## src/hdl/iuv_defs.vh

```
// Constants for the input undervoltage trip and response block
`ifndef IUV_DEFS_VH
`define IUV_DEFS_VH

`define IUV_ADDR_W 16
`define IUV_DATA_W 16

`define IUV_ADDR_ALERT 16'h0058
`define IUV_ADDR_TRIP 16'h0059
`define IUV_ADDR_ACTION 16'h005A
`define IUV_ADDR_EXP 16'hFE39
`define IUV_ADDR_IRQ_STAT 16'hFE40
`define IUV_ADDR_IRQ_CLR 16'hFE41
`define IUV_ADDR_IRQ_EN 16'hFE42
`define IUV_ADDR_STATE 16'hFE43

`define IUV_LVL_EXP 15:11
`define IUV_LVL_MANT 10:0
`define IUV_EXP_FLD 5:3
`define IUV_ACT_RESP 7:6
`define IUV_ACT_RETRY 5:3
`define IUV_ACT_DELAY 2:0

`define IUV_EXP_PAD 2'h0
`define IUV_RD_ZERO 16'h0000

`define IUV_RESP_NONE 2'h0
`define IUV_RESP_DELAYED 2'h1
`define IUV_RESP_IMMED 2'h2
`define IUV_RESP_HOLD 2'h3
`define IUV_RETRY_INF 3'h7

`define IUV_MANT_RST 11'h000
`define IUV_ACT_RST 8'h00
`define IUV_EXP_RST 3'h0
`define IUV_IRQ_RST 4'h0
`define IUV_RETRY_RST 3'h0

`define IUV_IRQ_FAULT 0
`define IUV_IRQ_WARN 1
`define IUV_IRQ_SHUT 2
`define IUV_IRQ_LATCH 3

`define IUV_CLK_KHZ 250000
`define IUV_TICK_MS 1
`define IUV_MS_CYCLES (`IUV_CLK_KHZ * `IUV_TICK_MS)

`define IUV_D1_0_MS 12'd10
`define IUV_D1_1_MS 12'd20
`define IUV_D1_2_MS 12'd40
`define IUV_D1_3_MS 12'd80
`define IUV_D1_4_MS 12'd160
`define IUV_D1_5_MS 12'd320
`define IUV_D1_6_MS 12'd640
`define IUV_D1_7_MS 12'd1280

`define IUV_D2_0_MS 12'd252
`define IUV_D2_1_MS 12'd558
`define IUV_D2_2_MS 12'd924
`define IUV_D2_3_MS 12'd1260
`define IUV_D2_4_MS 12'd1596
`define IUV_D2_5_MS 12'd1932
`define IUV_D2_6_MS 12'd2268
`define IUV_D2_7_MS 12'd2604

`endif

```

## src/hdl/iuv_delay_timer.v

```verilog
// Millisecond delay timer with its own prescaler, restarted on every start
module iuv_delay_timer #(
  parameter MS_CYCLES = 250000,
  parameter PRE_W = 24,
  parameter MS_W = 12
) (
  input wire clock,
  input wire rst,
  input wire start,
  input wire [MS_W-1:0] load_ms,
  output reg done
);
  localparam [31:0] PRE_LAST_W = MS_CYCLES - 1;
  localparam [PRE_W-1:0] PRE_LAST = PRE_LAST_W[PRE_W-1:0];
  localparam [PRE_W-1:0] PRE_ZERO = 0;
  localparam [MS_W-1:0] MS_ZERO = 0;
  localparam [MS_W-1:0] MS_ONE = 1;

  reg [PRE_W-1:0] pre;
  reg [MS_W-1:0] ms_left;
  wire wrap = (pre == PRE_LAST);

  // Prescaler restarts with the timer so a delay is never cut short
  always @(posedge clock or posedge rst) begin
    if (rst) begin
      pre <= PRE_ZERO;
      ms_left <= MS_ZERO;
      done <= 1'b0;
    end else if (start) begin
      pre <= PRE_ZERO;
      ms_left <= load_ms;
      done <= 1'b0;
    end else begin
      done <= 1'b0;
      if (ms_left != MS_ZERO) begin
        pre <= wrap ? PRE_ZERO : pre + 1'b1;
        if (wrap) begin
          ms_left <= ms_left - 1'b1;
          done <= (ms_left == MS_ONE);
        end
      end
    end
  end
endmodule // iuv_delay_timer

```

## src/hdl/iuv_top.v

```verilog
// Input undervoltage limit registers and fault response sequencer
//
// Our own choice: the address-and-strobe port.
`include "iuv_defs.vh"

module iuv_top #(
  parameter MS_CYCLES = `IUV_MS_CYCLES,
  parameter MANT_W = 11
) (
  input wire CLOCK,
  input wire SYS_RST,
  input wire [`IUV_ADDR_W-1:0] ADDR,
  input wire [`IUV_DATA_W-1:0] WR_DATA,
  input wire WR_STB,
  input wire RD_STB,
  output reg [`IUV_DATA_W-1:0] RD_DATA,
  input wire [MANT_W-1:0] VIN_MANT,
  output reg OUTPUT_EN,
  output reg UV_FAULT,
  output reg UV_WARN,
  output reg IRQ
);
  localparam [4:0] ST_RUN = 5'h01;
  localparam [4:0] ST_DELAY = 5'h02;
  localparam [4:0] ST_RETRY = 5'h04;
  localparam [4:0] ST_HOLD = 5'h08;
  localparam [4:0] ST_LATCH = 5'h10;
  localparam [7:0] ACT_PAD = 8'h00;
  localparam [9:0] EXP_HI_PAD = 10'h000;
  localparam [2:0] EXP_LO_PAD = 3'h0;
  localparam [11:0] IRQ_PAD = 12'h000;
  localparam [2:0] STATE_MID_PAD = 3'h0;
  localparam [3:0] STATE_LO_PAD = 4'h0;
  localparam [3:0] IRQ_NONE = 4'h0;

  reg [MANT_W-1:0] alert_mant;
  reg [MANT_W-1:0] trip_mant;
  reg [7:0] action;
  reg [2:0] exp_n;
  reg [3:0] irq_stat;
  reg [3:0] irq_en;
  reg [4:0] state;
  reg [2:0] retries;

  reg [4:0] next_state;
  reg [2:0] next_retries;
  reg tmr_start;
  reg [11:0] tmr_load;
  reg shut_evt;
  reg latch_evt;
  reg [`IUV_DATA_W-1:0] rd_mux;
  reg [3:0] next_irq_stat;

  wire tmr_done;
  wire [1:0] resp = action[`IUV_ACT_RESP];
  wire [2:0] retry_set = action[`IUV_ACT_RETRY];
  wire [2:0] delay_sel = action[`IUV_ACT_DELAY];
  wire [4:0] exp_field = {`IUV_EXP_PAD, exp_n};

  wire wr_alert = WR_STB && (ADDR == `IUV_ADDR_ALERT);
  wire wr_trip = WR_STB && (ADDR == `IUV_ADDR_TRIP);
  wire wr_action = WR_STB && (ADDR == `IUV_ADDR_ACTION);
  wire wr_exp = WR_STB && (ADDR == `IUV_ADDR_EXP);
  wire wr_clr = WR_STB && (ADDR == `IUV_ADDR_IRQ_CLR);
  wire wr_en = WR_STB && (ADDR == `IUV_ADDR_IRQ_EN);

  // compare levels
  // Both sides share one exponent, so only mantissas are compared
  wire fault_now = (VIN_MANT < trip_mant);
  wire warn_now = (VIN_MANT < alert_mant);

  function [11:0] delay1_ms;
    input [2:0] sel;
    begin
      case (sel)
        3'h0: delay1_ms = `IUV_D1_0_MS;
        3'h1: delay1_ms = `IUV_D1_1_MS;
        3'h2: delay1_ms = `IUV_D1_2_MS;
        3'h3: delay1_ms = `IUV_D1_3_MS;
        3'h4: delay1_ms = `IUV_D1_4_MS;
        3'h5: delay1_ms = `IUV_D1_5_MS;
        3'h6: delay1_ms = `IUV_D1_6_MS;
        default: delay1_ms = `IUV_D1_7_MS;
      endcase
    end
  endfunction

  function [11:0] delay2_ms;
    input [2:0] sel;
    begin
      case (sel)
        3'h0: delay2_ms = `IUV_D2_0_MS;
        3'h1: delay2_ms = `IUV_D2_1_MS;
        3'h2: delay2_ms = `IUV_D2_2_MS;
        3'h3: delay2_ms = `IUV_D2_3_MS;
        3'h4: delay2_ms = `IUV_D2_4_MS;
        3'h5: delay2_ms = `IUV_D2_5_MS;
        3'h6: delay2_ms = `IUV_D2_6_MS;
        default: delay2_ms = `IUV_D2_7_MS;
      endcase
    end
  endfunction

  iuv_delay_timer #(
    .MS_CYCLES(MS_CYCLES),
    .PRE_W(24),
    .MS_W(12)
  ) u_timer (
    .clock(CLOCK),
    .rst(SYS_RST),
    .start(tmr_start),
    .load_ms(tmr_load),
    .done(tmr_done)
  );

  // writable mantissas
  // Writes to the exponent bits of a level register are dropped
  always @(posedge CLOCK or posedge SYS_RST) begin
    if (SYS_RST) begin
      alert_mant <= `IUV_MANT_RST;
    end else if (wr_alert) begin
      alert_mant <= WR_DATA[`IUV_LVL_MANT];
    end
  end

  always @(posedge CLOCK or posedge SYS_RST) begin
    if (SYS_RST) begin
      trip_mant <= `IUV_MANT_RST;
    end else if (wr_trip) begin
      trip_mant <= WR_DATA[`IUV_LVL_MANT];
    end
  end

  always @(posedge CLOCK or posedge SYS_RST) begin
    if (SYS_RST) begin
      action <= `IUV_ACT_RST;
    end else if (wr_action) begin
      action <= WR_DATA[7:0];
    end
  end

  // One exponent serves both level registers
  always @(posedge CLOCK or posedge SYS_RST) begin
    if (SYS_RST) begin
      exp_n <= `IUV_EXP_RST;
    end else if (wr_exp) begin
      exp_n <= WR_DATA[`IUV_EXP_FLD];
    end
  end

  always @(posedge CLOCK or posedge SYS_RST) begin
    if (SYS_RST) begin
      irq_en <= `IUV_IRQ_RST;
    end else if (wr_en) begin
      irq_en <= WR_DATA[3:0];
    end
  end

  always @* begin
    rd_mux = `IUV_RD_ZERO;
    case (ADDR)
      `IUV_ADDR_ALERT: rd_mux = {exp_field, alert_mant};
      `IUV_ADDR_TRIP: rd_mux = {exp_field, trip_mant};
      `IUV_ADDR_ACTION: rd_mux = {ACT_PAD, action};
      `IUV_ADDR_EXP: rd_mux = {EXP_HI_PAD, exp_n, EXP_LO_PAD};
      `IUV_ADDR_IRQ_STAT: rd_mux = {IRQ_PAD, irq_stat};
      `IUV_ADDR_IRQ_EN: rd_mux = {IRQ_PAD, irq_en};
      `IUV_ADDR_STATE: rd_mux = {retries, STATE_MID_PAD, OUTPUT_EN, state, STATE_LO_PAD};
      default: rd_mux = `IUV_RD_ZERO;
    endcase
  end

  always @(posedge CLOCK or posedge SYS_RST) begin
    if (SYS_RST) begin
      RD_DATA <= `IUV_RD_ZERO;
    end else begin
      RD_DATA <= RD_STB ? rd_mux : `IUV_RD_ZERO;
    end
  end

  always @(posedge CLOCK or posedge SYS_RST) begin
    if (SYS_RST) begin
      UV_FAULT <= 1'b0;
    end else begin
      UV_FAULT <= fault_now;
    end
  end

  always @(posedge CLOCK or posedge SYS_RST) begin
    if (SYS_RST) begin
      UV_WARN <= 1'b0;
    end else begin
      UV_WARN <= warn_now;
    end
  end

  // Response sequencer
  always @* begin
    next_state = state;
    next_retries = retries;
    tmr_start = 1'b0;
    tmr_load = delay2_ms(delay_sel);
    shut_evt = 1'b0;
    latch_evt = 1'b0;
    case (state)
      ST_RUN: begin
        if (!UV_FAULT) begin
          next_retries = `IUV_RETRY_RST;
        end else begin
          case (resp)
            `IUV_RESP_DELAYED: begin
              next_state = ST_DELAY;
              tmr_start = 1'b1;
              tmr_load = delay1_ms(delay_sel);
            end
            `IUV_RESP_IMMED: begin
              shut_evt = 1'b1;
            end
            `IUV_RESP_HOLD: begin
              next_state = ST_HOLD;
            end
            default: begin
              next_state = ST_RUN;
            end
          endcase
        end
      end
      ST_DELAY: begin
        if (!UV_FAULT) begin
          next_state = ST_RUN;
        end else if (tmr_done) begin
          shut_evt = 1'b1;
        end
      end
      ST_RETRY: begin
        if (tmr_done) begin
          next_state = ST_RUN;
        end
      end
      ST_HOLD: begin
        if (!UV_FAULT) begin
          next_state = ST_RUN;
        end
      end
      ST_LATCH: begin
        next_state = ST_LATCH;
      end
      default: begin
        next_state = ST_LATCH;
      end
    endcase
    if (shut_evt) begin
      // count attempts, latch when used up
      if ((retry_set != `IUV_RETRY_INF) && (retries >= retry_set)) begin
        next_state = ST_LATCH;
        latch_evt = 1'b1;
      end else begin
        next_state = ST_RETRY;
        tmr_start = 1'b1;
        tmr_load = delay2_ms(delay_sel);
        if (retry_set != `IUV_RETRY_INF) begin
          next_retries = retries + 1'b1;
        end
      end
    end
  end

  // state and output enable, reset to ST_RUN with the output enabled
  wire next_output_en = (next_state == ST_RUN) || (next_state == ST_DELAY);
  always @(posedge CLOCK or posedge SYS_RST) begin
    if (SYS_RST) begin
      state <= ST_RUN;
    end else begin
      state <= next_state;
    end
  end

  always @(posedge CLOCK or posedge SYS_RST) begin
    if (SYS_RST) begin
      retries <= `IUV_RETRY_RST;
    end else begin
      retries <= next_retries;
    end
  end

  always @(posedge CLOCK or posedge SYS_RST) begin
    if (SYS_RST) begin
      OUTPUT_EN <= 1'b1;
    end else begin
      OUTPUT_EN <= next_output_en;
    end
  end

  // Sticky status: a new event wins over a clear in the same cycle
  wire [3:0] irq_set = {latch_evt, shut_evt, warn_now & ~UV_WARN, fault_now & ~UV_FAULT};
  wire [3:0] irq_clr = wr_clr ? WR_DATA[3:0] : IRQ_NONE;

  always @* begin
    next_irq_stat = (irq_stat & ~irq_clr) | irq_set;
  end

  always @(posedge CLOCK or posedge SYS_RST) begin
    if (SYS_RST) begin
      irq_stat <= `IUV_IRQ_RST;
    end else begin
      irq_stat <= next_irq_stat;
    end
  end

  // IRQ follows the status it will show, so both change on one edge
  always @(posedge CLOCK or posedge SYS_RST) begin
    if (SYS_RST) begin
      IRQ <= 1'b0;
    end else begin
      IRQ <= |(next_irq_stat & irq_en);
    end
  end
endmodule // iuv_top

```

## config.mk

```make
export PLATFORM = sky130hd
export DESIGN_NAME = iuv_top
export DESIGN_NICKNAME = d
export VERILOG_FILES = /design/src/hdl/iuv_delay_timer.v /design/src/hdl/iuv_top.v
export VERILOG_INCLUDE_DIRS = /design/src /design/src/hdl
export SDC_FILE = /design/constraint.sdc
export NUM_CORES = 1
export LEC_CHECK = 0
export BUFFER_PORTS_ARGS = -buffer_cell sky130_fd_sc_hd__buf_4
export CAP_MARGIN = 20
export CORE_MARGIN = 4
export CORE_UTILIZATION = 59
export CTS_CLUSTER_SIZE = 40
export DETAILED_ROUTE_END_ITERATION = 8
export PLACE_DENSITY_LB_ADDON = 0.15
export SLEW_MARGIN = 20
export SYNTH_ARGS = -nofsm -noshare
export SYNTH_HDL_FRONTEND = slang
export SYNTH_HIERARCHICAL = 1
export SYNTH_SLANG_ARGS = --single-unit
```

## constraint.sdc

```tcl
create_clock -name CLOCK -period 3.68 [get_ports CLOCK]
set_input_delay 0.368 -clock CLOCK [delete_from_list [all_inputs] [get_ports CLOCK]]
set_output_delay 0.368 -clock CLOCK [all_outputs]
set_load 0.03 [all_outputs]
```

[Word level (Yosys, flattened, before mapping)]
Index checks and enable logic that the tools add are counted.
Word-level totals
  input bits: 47
  word-level logic and storage cells: 114
  output and inout port bits: 20
  bits in registers: 106
Cells by class
  bitwise gates (word level): 8
  add/sub/neg operators: 3
  reduce and logical (&&, ||, !) cells: 15
  order comparisons: 3
  mux-type cells: 43
  eq/ne operators: 26
Operators by type and width (count)
  16-bit one-hot mux with 7 select lines: 1
  12-bit two-way mux: 8
  12-bit one-hot mux with 7 select lines: 1
  16-bit equality test (second input constant): 5
  11-bit one-hot mux with 7 select lines: 1
  24-bit two-way mux: 3
  16-bit by 7-bit equality test with 1-bit output (second input constant): 3
  5-bit one-hot mux with 3 select lines: 2
  5-bit two-way mux: 5
  24-bit by 1-bit adder with 24-bit output (second input constant): 1
  24-bit by 18-bit equality test with 1-bit output (second input constant): 1
  11-bit less-than comparator: 2
  16-bit two-way mux: 1
  3-bit two-way mux: 5
  1-bit two-way mux: 14
  12-bit by 1-bit equality test with 1-bit output (second input constant): 1
  12-bit nonzero test: 1
  12-bit by 1-bit subtractor with 12-bit output (second input constant): 1
  5-bit by 1-bit equality test with 1-bit output (second input constant): 2
  5-bit by 2-bit equality test with 1-bit output (second input constant): 2
  3-bit equality test (second input constant): 3
  4-bit bitwise AND: 2
  1-bit logical AND: 7
  3-bit by 2-bit equality test with 1-bit output (second input constant): 2
  other kinds (20): 24

[Longest topological paths before layout]
Gate-level depths: netlist of the first run.
  depth after elaboration: 8
  gate-level depth with buffers: 15
  mapped depth without buffers: 12

[Cells and area by module]
The synthesis of the first run kept the hierarchy.
By module, submodules not included
  iuv_top: times used 1, cells each 410, sequential area each 1729.2 um2, area an instance 3973.8 um2
  iuv_delay_timer: times used 1, cells each 246, sequential area each 925.9 um2, area an instance 2178.3 um2

[Worst setup path after synthesis of the first run]
OpenSTA, ideal clock, no wires.
  path kind: register to register
  from: register state[0]
  to: register u_timer.pre[9]
  period minus slack after synthesis: 3193 ps
  arrival time: 3074 ps
  data required time: 3561 ps
  stages on the path, launching flop included: 14
  path buffers: 4
  slack: 487 ps
  library setup time: 119 ps
  path through: dfstp_2 or3b_4 or3_4 or3_1 buf_6 nand2_1 buf_2 nor4b_1 and4_1 buf_2 buf_2 nor4_1 xnor2_1 nor2_1
On the way
  cells in the longest elaborated chain, start to end: 5
  elaborated cells between the ends (all ways): 8
  those cells by class: 2 x eq/ne; 5 x mux; 1 x reduce/logical
Ends and longest elaborated chain
  start: declaration: line iuv_top.v:42  | reg [4:0] state;
  start signal: assignment: line iuv_top.v:274  | state <= next_state;
  5-bit by 1-bit equality test with 1-bit output
  1-bit two-way mux: line iuv_top.v:205  | case (state)
  1-bit two-way mux: line iuv_top.v:254  | if ((retry_set != `IUV_RETRY_INF) && (retries >= retry_set)) begin
  1-bit two-way mux (*): line iuv_top.v:252  | if (shut_evt) begin
  named net tmr_start: line iuv_top.v:47  | reg tmr_start;
  24-bit two-way mux or 2-bit nonzero test (tied branches)
  end signal: assignment: line iuv_delay_timer.v:36  | pre <= wrap ? PRE_ZERO : pre + 1'b1;
  end: declaration: line iuv_delay_timer.v:19  | reg [PRE_W-1:0] pre;
The timed path passes the listed nets; every way through them passes the cells marked *.
A chain may end at the register's enable or synchronous reset.

[Worst setup path in the final report of the first run]
  from: register state[0]
  to: register u_timer.pre[22]
The elaborated chain is that of the path after synthesis.

==> results of run 1 <==
[registers in the layout (all words and copies together) (netlist names), 3 cells and up]
register         count
u_timer/pre         24
RD_DATA             16
u_timer/ms_left     12
alert_mant          11
trip_mant           11
action               8
state                5
irq_en               4
irq_stat             4
exp_n                3
retries              3
[synthesized netlist by cell type, drive strengths merged, types with 2 or more instances]
library cell    n
dfrtp         104
nand2          72
nor2           56
o21ai          46
inv            34
ha             28
nand3          26
mux2           25
clkbuf         23
a21oi          22
nor3           20
xnor2          19
nor4           16
a31oi          13
buf            11
or3            11
mux2i          10
a21o            9
and3            8
a22o            7
a22oi           7
nand4           7
nor2b           6
nor4b           6
a222oi          5
and4            5
o31ai           4
or4             4
a221oi          3
and2            3
nand2b          3
nand3b          3
nor3b           3
nor4bb          3
o21a            3
o22ai           3
xor2            3
a211oi          2
a221o           2
a32o            2
and3b           2
and4b           2
dfstp           2
[final cells by class]
| cell class | instances | area (um2) | share of cell area |
|---|---|---|---|
| clock buffers | 9 | 124 | 0.0179 |
| multi-input cells | 482 | 3200 | 0.462 |
| flip-flops and latches | 106 | 2660 | 0.383 |
| inverters | 34 | 128 | 0.0184 |
| well taps | 136 | 170 | 0.0246 |
| repair buffers | 74 | 556 | 0.0802 |
| clock inverters | 7 | 98.8 | 0.0143 |
[cells by family after synthesis]
kind of cell	after synthesis	synth area share
other	1	0.000610
buffers and inverters	68	0.0486
muxes	35	0.0641
AOI/OAI and AO/OA	137	0.145
xor gates and xnor gates	22	0.0313
and+or+nand+nor	259	0.222
DFF	106	0.432
adders and majority gates	28	0.0569
[metrics by stage]
stage	std cells	hold WS, ns	power (W)	area (um2)
2_1_floorplan	656	0.465	0.00124	6150
3_3_place_gp	832	0.491	0.00131	6710
3_5_place_dp	832	0.493	0.00131	6710
4_1_cts	848	0.103	0.00211	6930
5_1_grt	848	0.120	0.00217	6930
6_report	848	0.105	0.00209	6930
[power breakdown]
group / total, W / switching (W) / leakage (nW) / internal, W
sequential: 0.00117 / 0.00000101 / 1.39 / 0.00117
clock: 0.000801 / 0.000412 / 0.111 / 0.000389
combinational: 0.000121 / 0.0000709 / 1.68 / 0.0000498
[worst paths after layout]
path	start	endpoint
max reg2reg	state[0]$_DFF_PP1_	u_timer/pre[22]$_DFFE_PP0P_
min	SYS_RST	u_timer/pre[6]$_DFFE_PP0P_
max	state[0]$_DFF_PP1_	u_timer/pre[22]$_DFFE_PP0P_
max in group asynchronous	SYS_RST	OUTPUT_EN$_DFF_PP1_
min reg2reg	alert_mant[8]$_DFFE_PP0P_	alert_mant[8]$_DFFE_PP0P_
min in group CLOCK	WR_DATA[8]	trip_mant[8]$_DFFE_PP0P_
[layer usage]
layer / vias up / routed length, um / part of all wire / track usage
met1: 2560 / 6600 / 0.45 / 0.363
met5: - / 0 / 0 / 0
met4: 0 / 197 / 0.013 / 0.0651
li1: 2477 / - / - / -
met3: 17 / 1110 / 0.075 / 0.0582
met2: 213 / 6820 / 0.46 / 0.401
[tightest hold or removal path, cell delays in order]
cell and delay (ns):
buf_4 0.11, inv_1 0.04, buf_4 0.41
==> impl_results.md, run 1 <==
- Yosys top cell area share: 0.423
- Max Cap Violations: 0
- First drt pass iteration count: 5
- Vias in the first global route: 4945
- PwrDens: 301 nW/um2
- Minimum clock period: 3.34 ns
- Crit Path Max Fanout: 16
- Initial antenna violation count: 0
- Layout Nets: 782
- Final Hold Viols: 0
- Hold-fix buffers at CTS: 0
- Final HPWL DP: 10900 um
- H-tree Lvls: 3
- Die height: 110 um
- Syn-to-layout area delta: 12.6%
- Starting Density: 0.601
- Ys flop type: dfrtp_1
- Max Freq: 300 MHz
- Post-synthesis sequential area ratio: 0.432
- Initial DRC Count: 408
- DRC Markers: 0
- TritonCTS clock tree: built
- Fill cell count: 833
- Synth top area cells: dfrtp_1 42%, ha_1 5.7%, mux2_2 4.6%, nand2_1 4.3%, o21ai_0 3.7%
- Total GRT Usage: 0.256
- Critical path class: flop to flop
- Vias per cell: 6.21
- Setup WS post-layout: 0.342 ns
- Mapped Cells: 656
- Clk_lat worst skew: 0.38 ns
- Largest net degree at the start of global routing: 44
- Row cnt: 37
- Final Slew Violations: 0
- Most common cell after layout, fill and taps aside: dfrtp_1
- Worst-path clk slew: 0.11 ns
- Crit end category: flop
- Routed vias: 5267
- Pre-CTS setup slack: 0.357 ns
- CP bufs+invs: 1
- Util after Layout: 0.677
- Die width: 110 um
- First-pass GRT wire length: 24200 um
- Final setup vio count: 0
- Clk_skew: 0.0155 ns
- Post_cts resized: 0
- Num CTS Buffers: 9
- CP delay by family, top: simple AND/OR/NAND/NOR gates
- Crit-path slowest cell: dfstp_2
- Drt wl/cell: 17.4 um
- Gpl congestion: 0.914
- Hold Crit Class: primary input to async pin
- Final worst-path cycle share: 0.907
- Worst R2R Setup Slack: 0.34 ns
- Avg Inst Size Synth: 9.38 um2
- Syn nets: 731
- Worst-case clock buffer depth: 2
- Ys Warns: 6
- Cell taking the most area after synthesis: dfrtp_1
- Maximum vdd drop: 0.204 mV
- Flops & latches, synth: 106
- Setup Buffers After CTS: 0
- Worst path arrival time: 3.62 ns
- Post-synth EDFFs: 0
- FFs w/ async S/R, synth: 1.00
- Outcome: finished clean
- # IOs: 67
- Antenna-violating nets left: 0
- Worst Tran Pin Value: 0.901 ns
- Pleak: 3.18 nW
- Relative slew slack: 0.398
- # clock sinks: 106
- I/O Buffers: 61
- Setup TNS: 0 ns
- Mapped cell area: 6150 um2
- # diodes: 0
- Stages on the worst setup path: 10
- RSZ-0062 raised after global routing: no
- R2R cell count: 10
- Worst-path cell chain: or3b_4, or3_4, or3_1, nand2_1, nor4b_1, and4_1, buf_4, nor4_1, xnor2_1, nor2_1
- Die area: 12100 um2
- Req. time, crit path: 3.97 ns
- Largest stage delay, worst path: 0.59 ns
- Commonest non-fill, non-tap cells in the layout: 104 x dfrtp_1, 74 x buf_4, 71 x nand2_1
- Share of layout cells above drive strength 1: 0.187
- Clk root buf: clkbuf_8
- Core footprint: 10200 um2
- Startpoint types: flop
- Grt total ovfl: 0
- Netlist cell types: 70
- Final WL: 14700 um
Power figures use the tool's default switching activity.
==> run 2: changes to the inputs <==
--- a/config.mk
+++ b/config.mk
@@ -7,7 +7,6 @@
 export NUM_CORES = 1
 export LEC_CHECK = 0
 export BUFFER_PORTS_ARGS = -buffer_cell sky130_fd_sc_hd__buf_4
-export CAP_MARGIN = 20
 export CORE_MARGIN = 4
 export CORE_UTILIZATION = 59
 export CTS_CLUSTER_SIZE = 40
@@ -16,5 +15,4 @@
 export SLEW_MARGIN = 20
 export SYNTH_ARGS = -nofsm -noshare
 export SYNTH_HDL_FRONTEND = slang
-export SYNTH_HIERARCHICAL = 1
 export SYNTH_SLANG_ARGS = --single-unit
==> impl_results.md, run 2 <==
- Synth Area in Simple Gates: 0.206 (-0.0156)
- DRC Markers: 0 (unchanged)
- Setup WS post-layout: 0.543 ns (+0.201 ns)
- Die area: 11900 um2 (-1.6%)
- Pre-CTS setup slack: 0.583 ns (+0.225 ns)
- Main combinational cell family by area after synthesis: simple AND/OR/NAND/NOR gates
- FFs w/ async S/R, synth: 1.00 (unchanged)
- Maximum vdd drop: 0.288 mV (+41%)
- Routed vias: 5169 (-1.9%)
- # IOs: 67 (unchanged)
- I/O Buffers: 61 (unchanged)
- Drt wl/cell: 18.7 um (+7.5%)
- H-tree Lvls: 3 (unchanged)
- Avg Inst Size Synth: 9.74 um2 (+3.8%)
- Crit end category: flop
- Biggest regs: u_timer.pre (24), RD_DATA (16), u_timer.ms_left (12)
- Setup Buffers After CTS: 0 (unchanged)
- Starting Density: 0.613 (+0.0117)
- Core footprint: 9860 um2 (-3.6%)
- Post-synthesis sequential area ratio: 0.439 (+0.00750)
- Ys Warns: 0 (-6)
- XOR/XNOR Fraction of Synth Area: 0.0290 (-0.00235)
- Cell taking the most area after synthesis: dfrtp_1
- Mapped Cells: 621 (-5.3%)
- Antenna-violating nets left: 0 (unchanged)
- Post_cts resized: 0 (unchanged)
- Die width: 109 um (-0.79%)
- Share of layout cells above drive strength 1: 0.209 (+0.0220)
- Vias per cell: 6.36 (+2.4%)
- TritonCTS clock tree: built
- Minimum clock period: 3.14 ns (-0.201 ns)
- Relative slew slack: 0.419 (+0.0205)
- Clk_lat worst skew: 0.38 ns (about the same)
- Post-synth EDFFs: 0 (unchanged)
- Startpoint types: flop
- Clk root buf: clkbuf_8
- Crit Path Max Fanout: 17 (+1)
- Initial DRC Count: 411 (+0.74%)
- Mux cell area share after synthesis: 0.0592 (-0.00489)
- Hold Crit Class: primary input to async pin
- Synth top area cells: dfrtp_1 43%, ha_1 5.6%, mux2_2 5.6%, nor2_1 3.3%, nand2_1 3.2%
- Vias in the first global route: 5231 (+5.8%)
- Row cnt: 36 (-2.7%)
- Pleak: 3.02 nW (-5.0%)
- Worst path arrival time: 3.46 ns (-0.16 ns)
- PwrDens: 287 nW/um2 (-4.6%)
- Clk_skew: 0.0154 ns (-0.000148 ns)
- Final Hold Viols: 0 (unchanged)
- Final Slew Violations: 0 (unchanged)
- Largest net degree at the start of global routing: 47 (+6.8%)
- Gpl congestion: 0.888 (-2.8%)
- # diodes: 0 (unchanged)
- Leading cell types by count after synthesis: 104 x dfrtp_1, 53 x nor2_1, 51 x nand2_1
- R2R Path End: u_timer.pre[13]$_DFFE_PP0P_
- Netlist cell types: 73 (+4.3%)
- Initial antenna violation count: 0 (unchanged)
- Ys flop type: dfrtp_1
- RSZ-0062 raised after global routing: no
- Most frequent cell after synthesis: dfrtp_1
- Syn-to-layout area delta: 12.3%
- Die height: 109 um (-0.79%)
- Setup TNS: 0 ns (unchanged)
- Commonest non-fill, non-tap cells in the layout: 104 x dfrtp_1, 72 x buf_4, 53 x nor2_1
- Max Cap Violations: 0 (unchanged)
- Worst Tran Pin Value: 0.867 ns (-0.0342 ns)
- Req. time, crit path: 4.00 ns (+0.03 ns)
- Crit Reg-Reg Startpoint: u_timer.ms_left[0]$_DFFE_PP0P_
- Critical path class: flop to flop
- Yosys top cell area share: 0.430 (+0.00735)
- Final worst-path cycle share: 0.852 (-0.0547)
- Mapped cell area: 6050 um2 (-1.7%)
- Total GRT Usage: 0.270 (+0.0136)
- First drt pass iteration count: 5 (unchanged)
- Max Freq: 319 MHz (+6.4%)
- R2R cell count: 8 (-2)
- Complex-gate fraction of the synthesized area: 0.167 (+0.0214)
- Syn nets: 695 (-4.9%)
- Final WL: 15200 um (+3.1%)
- Flops & latches, synth: 106 (unchanged)
- Fill cell count: 779 (-6.5%)
- Final setup vio count: 0 (unchanged)
- Most common cell after layout, fill and taps aside: dfrtp_1
- Worst-path clk slew: 0.10 ns (about the same)
- # clock sinks: 106 (unchanged)
- Num CTS Buffers: 9 (unchanged)
- Outcome: finished clean
- Layout Nets: 749 (-4.2%)
- Flip-flop count of the largest register after layout: 24 (unchanged)
- Grt total ovfl: 0 (unchanged)
- Final HPWL DP: 11200 um (+2.9%)
- First-pass GRT wire length: 25400 um (+5.0%)
- Worst-case clock buffer depth: 2 (unchanged)
- Hold-fix buffers at CTS: 0 (unchanged)
- Top reg by flops: u_timer.pre
- Worst R2R Setup Slack: 0.54 ns (+0.20 ns)
- Post-Synth Adder-Cell Area: 0.0559 (-0.00108)
## run 2: cell types whose count changed after synthesis, moves of 6 or more
cell,change
mux2i_1,-7
o21ai_0,-21
nor3_1,-11
nand3_1,-10
xor2_1,+6
or4_1,+7
xnor2_1,-8
nand2_1,-20
a21oi_1,+13
## run 2: worst max-delay path by stage
stage	startpoint	end	slack (ns)	cells past startpoint
after global placement	u_timer.ms_left[0]$_DFFE_PP0P_	u_timer.pre[11]$_DFFE_PP0P_	0.66	8
after global routing	u_timer.ms_left[0]$_DFFE_PP0P_	u_timer.pre[13]$_DFFE_PP0P_	0.36	8
after floorplan	SYS_RST	IRQ$_DFF_PP0_	0.53	1
after CTS	u_timer.ms_left[0]$_DFFE_PP0P_	u_timer.pre[13]$_DFFE_PP0P_	0.56	8
after detailed placement	u_timer.ms_left[0]$_DFFE_PP0P_	u_timer.pre[14]$_DFFE_PP0P_	0.58	8
final	u_timer.ms_left[0]$_DFFE_PP0P_	u_timer.pre[13]$_DFFE_PP0P_	0.54	8
## run 2: critical path: stages, from the launching register on
cell and delay [ns]:
dfrtp_1 0.45, inv_1 0.09, ha_1 0.18, or3b_1 0.49
nor3_2 0.25, a211oi_2 0.24, or3_1 0.69, or4_1 0.61
nand2_1 0.08
## run 2: logic make-up after synthesis
kind of cell	after synthesis
DFF	106
AOI/OAI and AO/OA	144
and+or+nand+nor	227
buffers and inverters	65
adders and majority gates	27
muxes	32
xor gates and xnor gates	20
## run 2: power by group
| group | switching (W) | total (W) | leakage [nW] | internal [W] |
|---|---|---|---|---|
| Clock | 0.000408 | 0.000658 | 0.0908 | 0.000249 |
| Sequential | 0.00000326 | 0.00117 | 1.46 | 0.00117 |
| Combinational | 0.0000722 | 0.000125 | 1.48 | 0.0000524 |
## run 2: stage by stage
step	cells	instance area, um2	total power, W	hold WS [ns]	utilization
after global routing	813	6790	0.00203	0.0770	0.689
after detailed placement	797	6620	0.00132	0.471	0.671
after CTS	813	6790	0.00196	0.0545	0.689
after global placement	797	6620	0.00131	0.465	0.671
after floorplan	621	6050	0.00125	0.458	-
final	813	6790	0.00195	0.0415	0.689
## run 2: area by class of cell
type	instances	area, um2	share of cell area
multi-input cells	450	3120	0.460
flip-flops and latches	106	2660	0.391
repair buffers	72	541	0.0796
clock buffers	10	128	0.0188
clock inverters	6	41.3	0.00608
well taps	133	166	0.0245
inverters	36	138	0.0203
## run 2: layer usage
layer	track usage	wire length, um	up-vias	share of wire
met2	0.470	7840	189	0.52
met3	0.0503	823	32	0.054
met4	0.0944	363	0	0.024
met1	0.336	6160	2535	0.41
li1	-	-	2413	-
met5	0	0	-	0
==> run 3: changes to the inputs <==
--- a/config.mk
+++ b/config.mk
@@ -6,11 +6,12 @@
 export SDC_FILE = /design/constraint.sdc
 export NUM_CORES = 1
 export LEC_CHECK = 0
-export BUFFER_PORTS_ARGS = -buffer_cell sky130_fd_sc_hd__buf_4
 export CORE_MARGIN = 4
-export CORE_UTILIZATION = 59
+export CORE_UTILIZATION = 60
 export CTS_CLUSTER_SIZE = 40
 export DETAILED_ROUTE_END_ITERATION = 8
+export DONT_BUFFER_PORTS = 1
+export GPL_TIMING_DRIVEN = 0
 export PLACE_DENSITY_LB_ADDON = 0.15
 export SLEW_MARGIN = 20
 export SYNTH_ARGS = -nofsm -noshare
==> impl_results.md, run 3 (synthesis gave the netlist of run 2 again) <==
- Outcome: finished clean
- # diodes: 0 (unchanged)
- First-pass GRT wire length: 25200 um (-0.60%)
- # IOs: 67 (unchanged)
- Internal cell power: 0.00148 W (+0.83%)
- H-tree Lvls: 3 (unchanged)
- Clk_lat worst skew: 0.40 ns (+0.02 ns)
- Combinational Power Share: 0.041 (-0.023)
- Die height: 108 um (-0.78%)
- Max Cap Violations: 0 (unchanged)
- Final Hold Viols: 0 (unchanged)
- Final HPWL DP: 11400 um (+2.0%)
- TritonCTS clock tree: built
- First drt pass iteration count: 5 (unchanged)
- Routed vias: 4990 (-3.5%)
- Hold-fix buffers at CTS: 1 (+1)
- Largest net degree at the start of global routing: 63 (+34%)
- Util after Layout: 0.659 (-0.0294)
- Syn-to-layout area delta: 6.56%
- NetSw: 0.000478 W (-1.3%)
- Hold Crit Class: primary input to flop
- Layout Nets: 708 (-5.5%)
- Largest stage delay, worst path: 0.49 ns (-0.20 ns)
- Worst hold path depth: 1
- Setup TNS: 0 ns (unchanged)
- Part of the power in registers: 0.599 (about the same)
- Crit-path slowest cell: nor4b_2
- Req. time, crit path: 3.91 ns (-0.09 ns)
- Worst path arrival time: 3.39 ns (-0.07 ns)
- Share of layout cells above drive strength 1: 0.125 (-0.0836)
- Worst-path clk slew: 0.11 ns (about the same)
- Worst-path cell chain: clkbuf_1, nor4b_2, a21boi_2, o21a_1, buf_2, buf_2, nor4_1, a221oi_1, o22ai_1
- Biggest regs: u_timer.pre (24), RD_DATA (16), u_timer.ms_left (12)
- Num CTS Buffers: 9 (unchanged)
- Clock share of power: 0.359 (+0.022)
- Final setup vio count: 0 (unchanged)
- RSZ-0062 raised after global routing: no
- Drt wl/cell: 20.1 um (+7.4%)
- Final WL: 15500 um (+2.0%)
- Fill cell count: 820 (+5.3%)
- Starting Density: 0.619 (+0.00565)
- PwrDens: 304 nW/um2 (+5.7%)
- I/O Buffers: 0 (-100%)
- WHS: 0.108 ns (+0.0669 ns)
- Startpoint types: flop
- Critical path class: flop to flop
- Core footprint: 9770 um2 (-0.91%)
- Sw Ratio: 0.244 (-0.00389)
- Die width: 108 um (-0.78%)
- Post_cts resized: 0 (unchanged)
- Gpl congestion: 0.916 (+3.1%)
- Die area: 11700 um2 (-1.6%)
- Max Freq: 317 MHz (-0.56%)
- Initial DRC Count: 476 (+16%)
- Most common cell after layout, fill and taps aside: dfrtp_1
- R2R cell count: 9 (+1)
- Post-DP Area: 6250 um2 (-5.7%)
- DRC Markers: 0 (unchanged)
- Maximum vdd drop: 0.316 mV (+9.8%)
- Pleak: 2.75 nW (-9.0%)
- Total GRT Usage: 0.278 (+0.00826)
- R2R Path End: u_timer.ms_left[9]$_DFFE_PP0P_
- Row cnt: 36 (unchanged)
- Worst Tran Pin Value: 0.870 ns (+0.00239 ns)
- Grt total ovfl: 0 (unchanged)
- Design Power: 0.00196 W (+0.31%)
- Relative slew slack: 0.417 (-0.00160)
- Worst Hold End: alert_mant[8]$_DFFE_PP0P_
- Flip-flop count of the largest register after layout: 24 (unchanged)
- Commonest non-fill, non-tap cells in the layout: 104 x dfrtp_1, 53 x nor2_1, 51 x nand2_1
- Fin area: 6440 um2 (-5.1%)
- Final worst-path cycle share: 0.857 (+0.00482)
- Antenna-violating nets left: 0 (unchanged)
- Vias in the first global route: 4927 (-5.8%)
- Worst-case clock buffer depth: 2 (unchanged)
- Worst R2R Setup Slack: 0.53 ns (-0.02 ns)
- Hold Crit Start: WR_DATA[8]
- Final Slew Violations: 0 (unchanged)
- Setup Buffers After CTS: 0 (unchanged)
- Clk root buf: clkbuf_8
- Initial antenna violation count: 0 (unchanged)
- Most common cell on crit path: buf_2
- Storage cell area: 2660 um2 (unchanged)
- Clk_skew: 0.0207 ns (+0.00538 ns)
- Multi-input logic area: 3120 um2 (unchanged)
- # clock sinks: 106 (unchanged)
- Vias per cell: 6.46 (+1.7%)
- Crit Reg-Reg Startpoint: state[3]$_DFF_PP0_
- Top reg by flops: u_timer.pre
- Minimum clock period: 3.15 ns (+0.0178 ns)
- Crit Path Max Fanout: 10 (-7)
- Crit end category: flop
[run 3: changes by cell type in the layout (fill, tap and decap cells not counted), moves of 2 or more]
cell / change
buf_2: +7
clkbuf_1: +19
clkbuf_8: +2
clkinvlp_4: +2
buf_4: -72
clkinv_2: -3
buf_6: +2
[run 3: per-stage QoR]
step	setup slack (ns)	cells
2_1_floorplan	0.526	621
3_3_place_gp	-0.544	754
3_5_place_dp	0.675	755
4_1_cts	0.621	772
5_1_grt	0.300	772
6_report	0.525	772
[run 3: layer usage]
layer | track usage | share of wire
met1 | 0.347 | 0.41
met2 | 0.475 | 0.51
met3 | 0.0681 | 0.064
met4 | 0.0929 | 0.024
met5 | 0 | 0
[run 3: worst max-delay path, delay by kind of cell (launching register included)]
| family | cells | cell delay, ns |
|---|---|---|
| DFF | 1 | 0.38 |
| AOI/OAI and AO/OA | 4 | 1.25 |
| and+or+nand+nor | 2 | 0.58 |
| buffers and inverters | 3 | 0.77 |
[run 3: layout make-up]
class	instances	area share
Tap cell	133	0.0258
Sequential cell	106	0.412
Buffer	29	0.0206
Timing Repair Buffer	2	0.00583
Inverter	36	0.0217
Clock buffer	12	0.0241
Clock inverter	4	0.00505
Multi-Input combinational cell	450	0.485
[run 3: power by group through the flow]
stage	logic, W	clock network, W	registers [W]
3_3_place_gp	0.0000716	0	0.00120
3_5_place_dp	0.0000795	0	0.00120
6_report	0.0000810	0.000704	0.00117
4_1_cts	0.0000820	0.000724	0.00117
2_1_floorplan	0.0000548	0	0.00120
5_1_grt	0.0000917	0.000770	0.00118
[run 3: worst max-delay path by stage]
stage / from / endpoint / slack [ns] / cells after the start
detailed placement: ADDR[2] / alert_mant[6]$_DFFE_PP0P_ / 0.67 / 6
finish: state[3]$_DFF_PP0_ / u_timer.ms_left[9]$_DFFE_PP0P_ / 0.53 / 9
floorplan: SYS_RST / IRQ$_DFF_PP0_ / 0.53 / 1
global placement: SYS_RST / RD_DATA[15]$_DFF_PP0_ / -0.54 / 1
global route: state[0]$_DFF_PP1_ / u_timer.ms_left[9]$_DFFE_PP0P_ / 0.30 / 8
CTS: state[3]$_DFF_PP0_ / u_timer.ms_left[9]$_DFFE_PP0P_ / 0.62 / 9
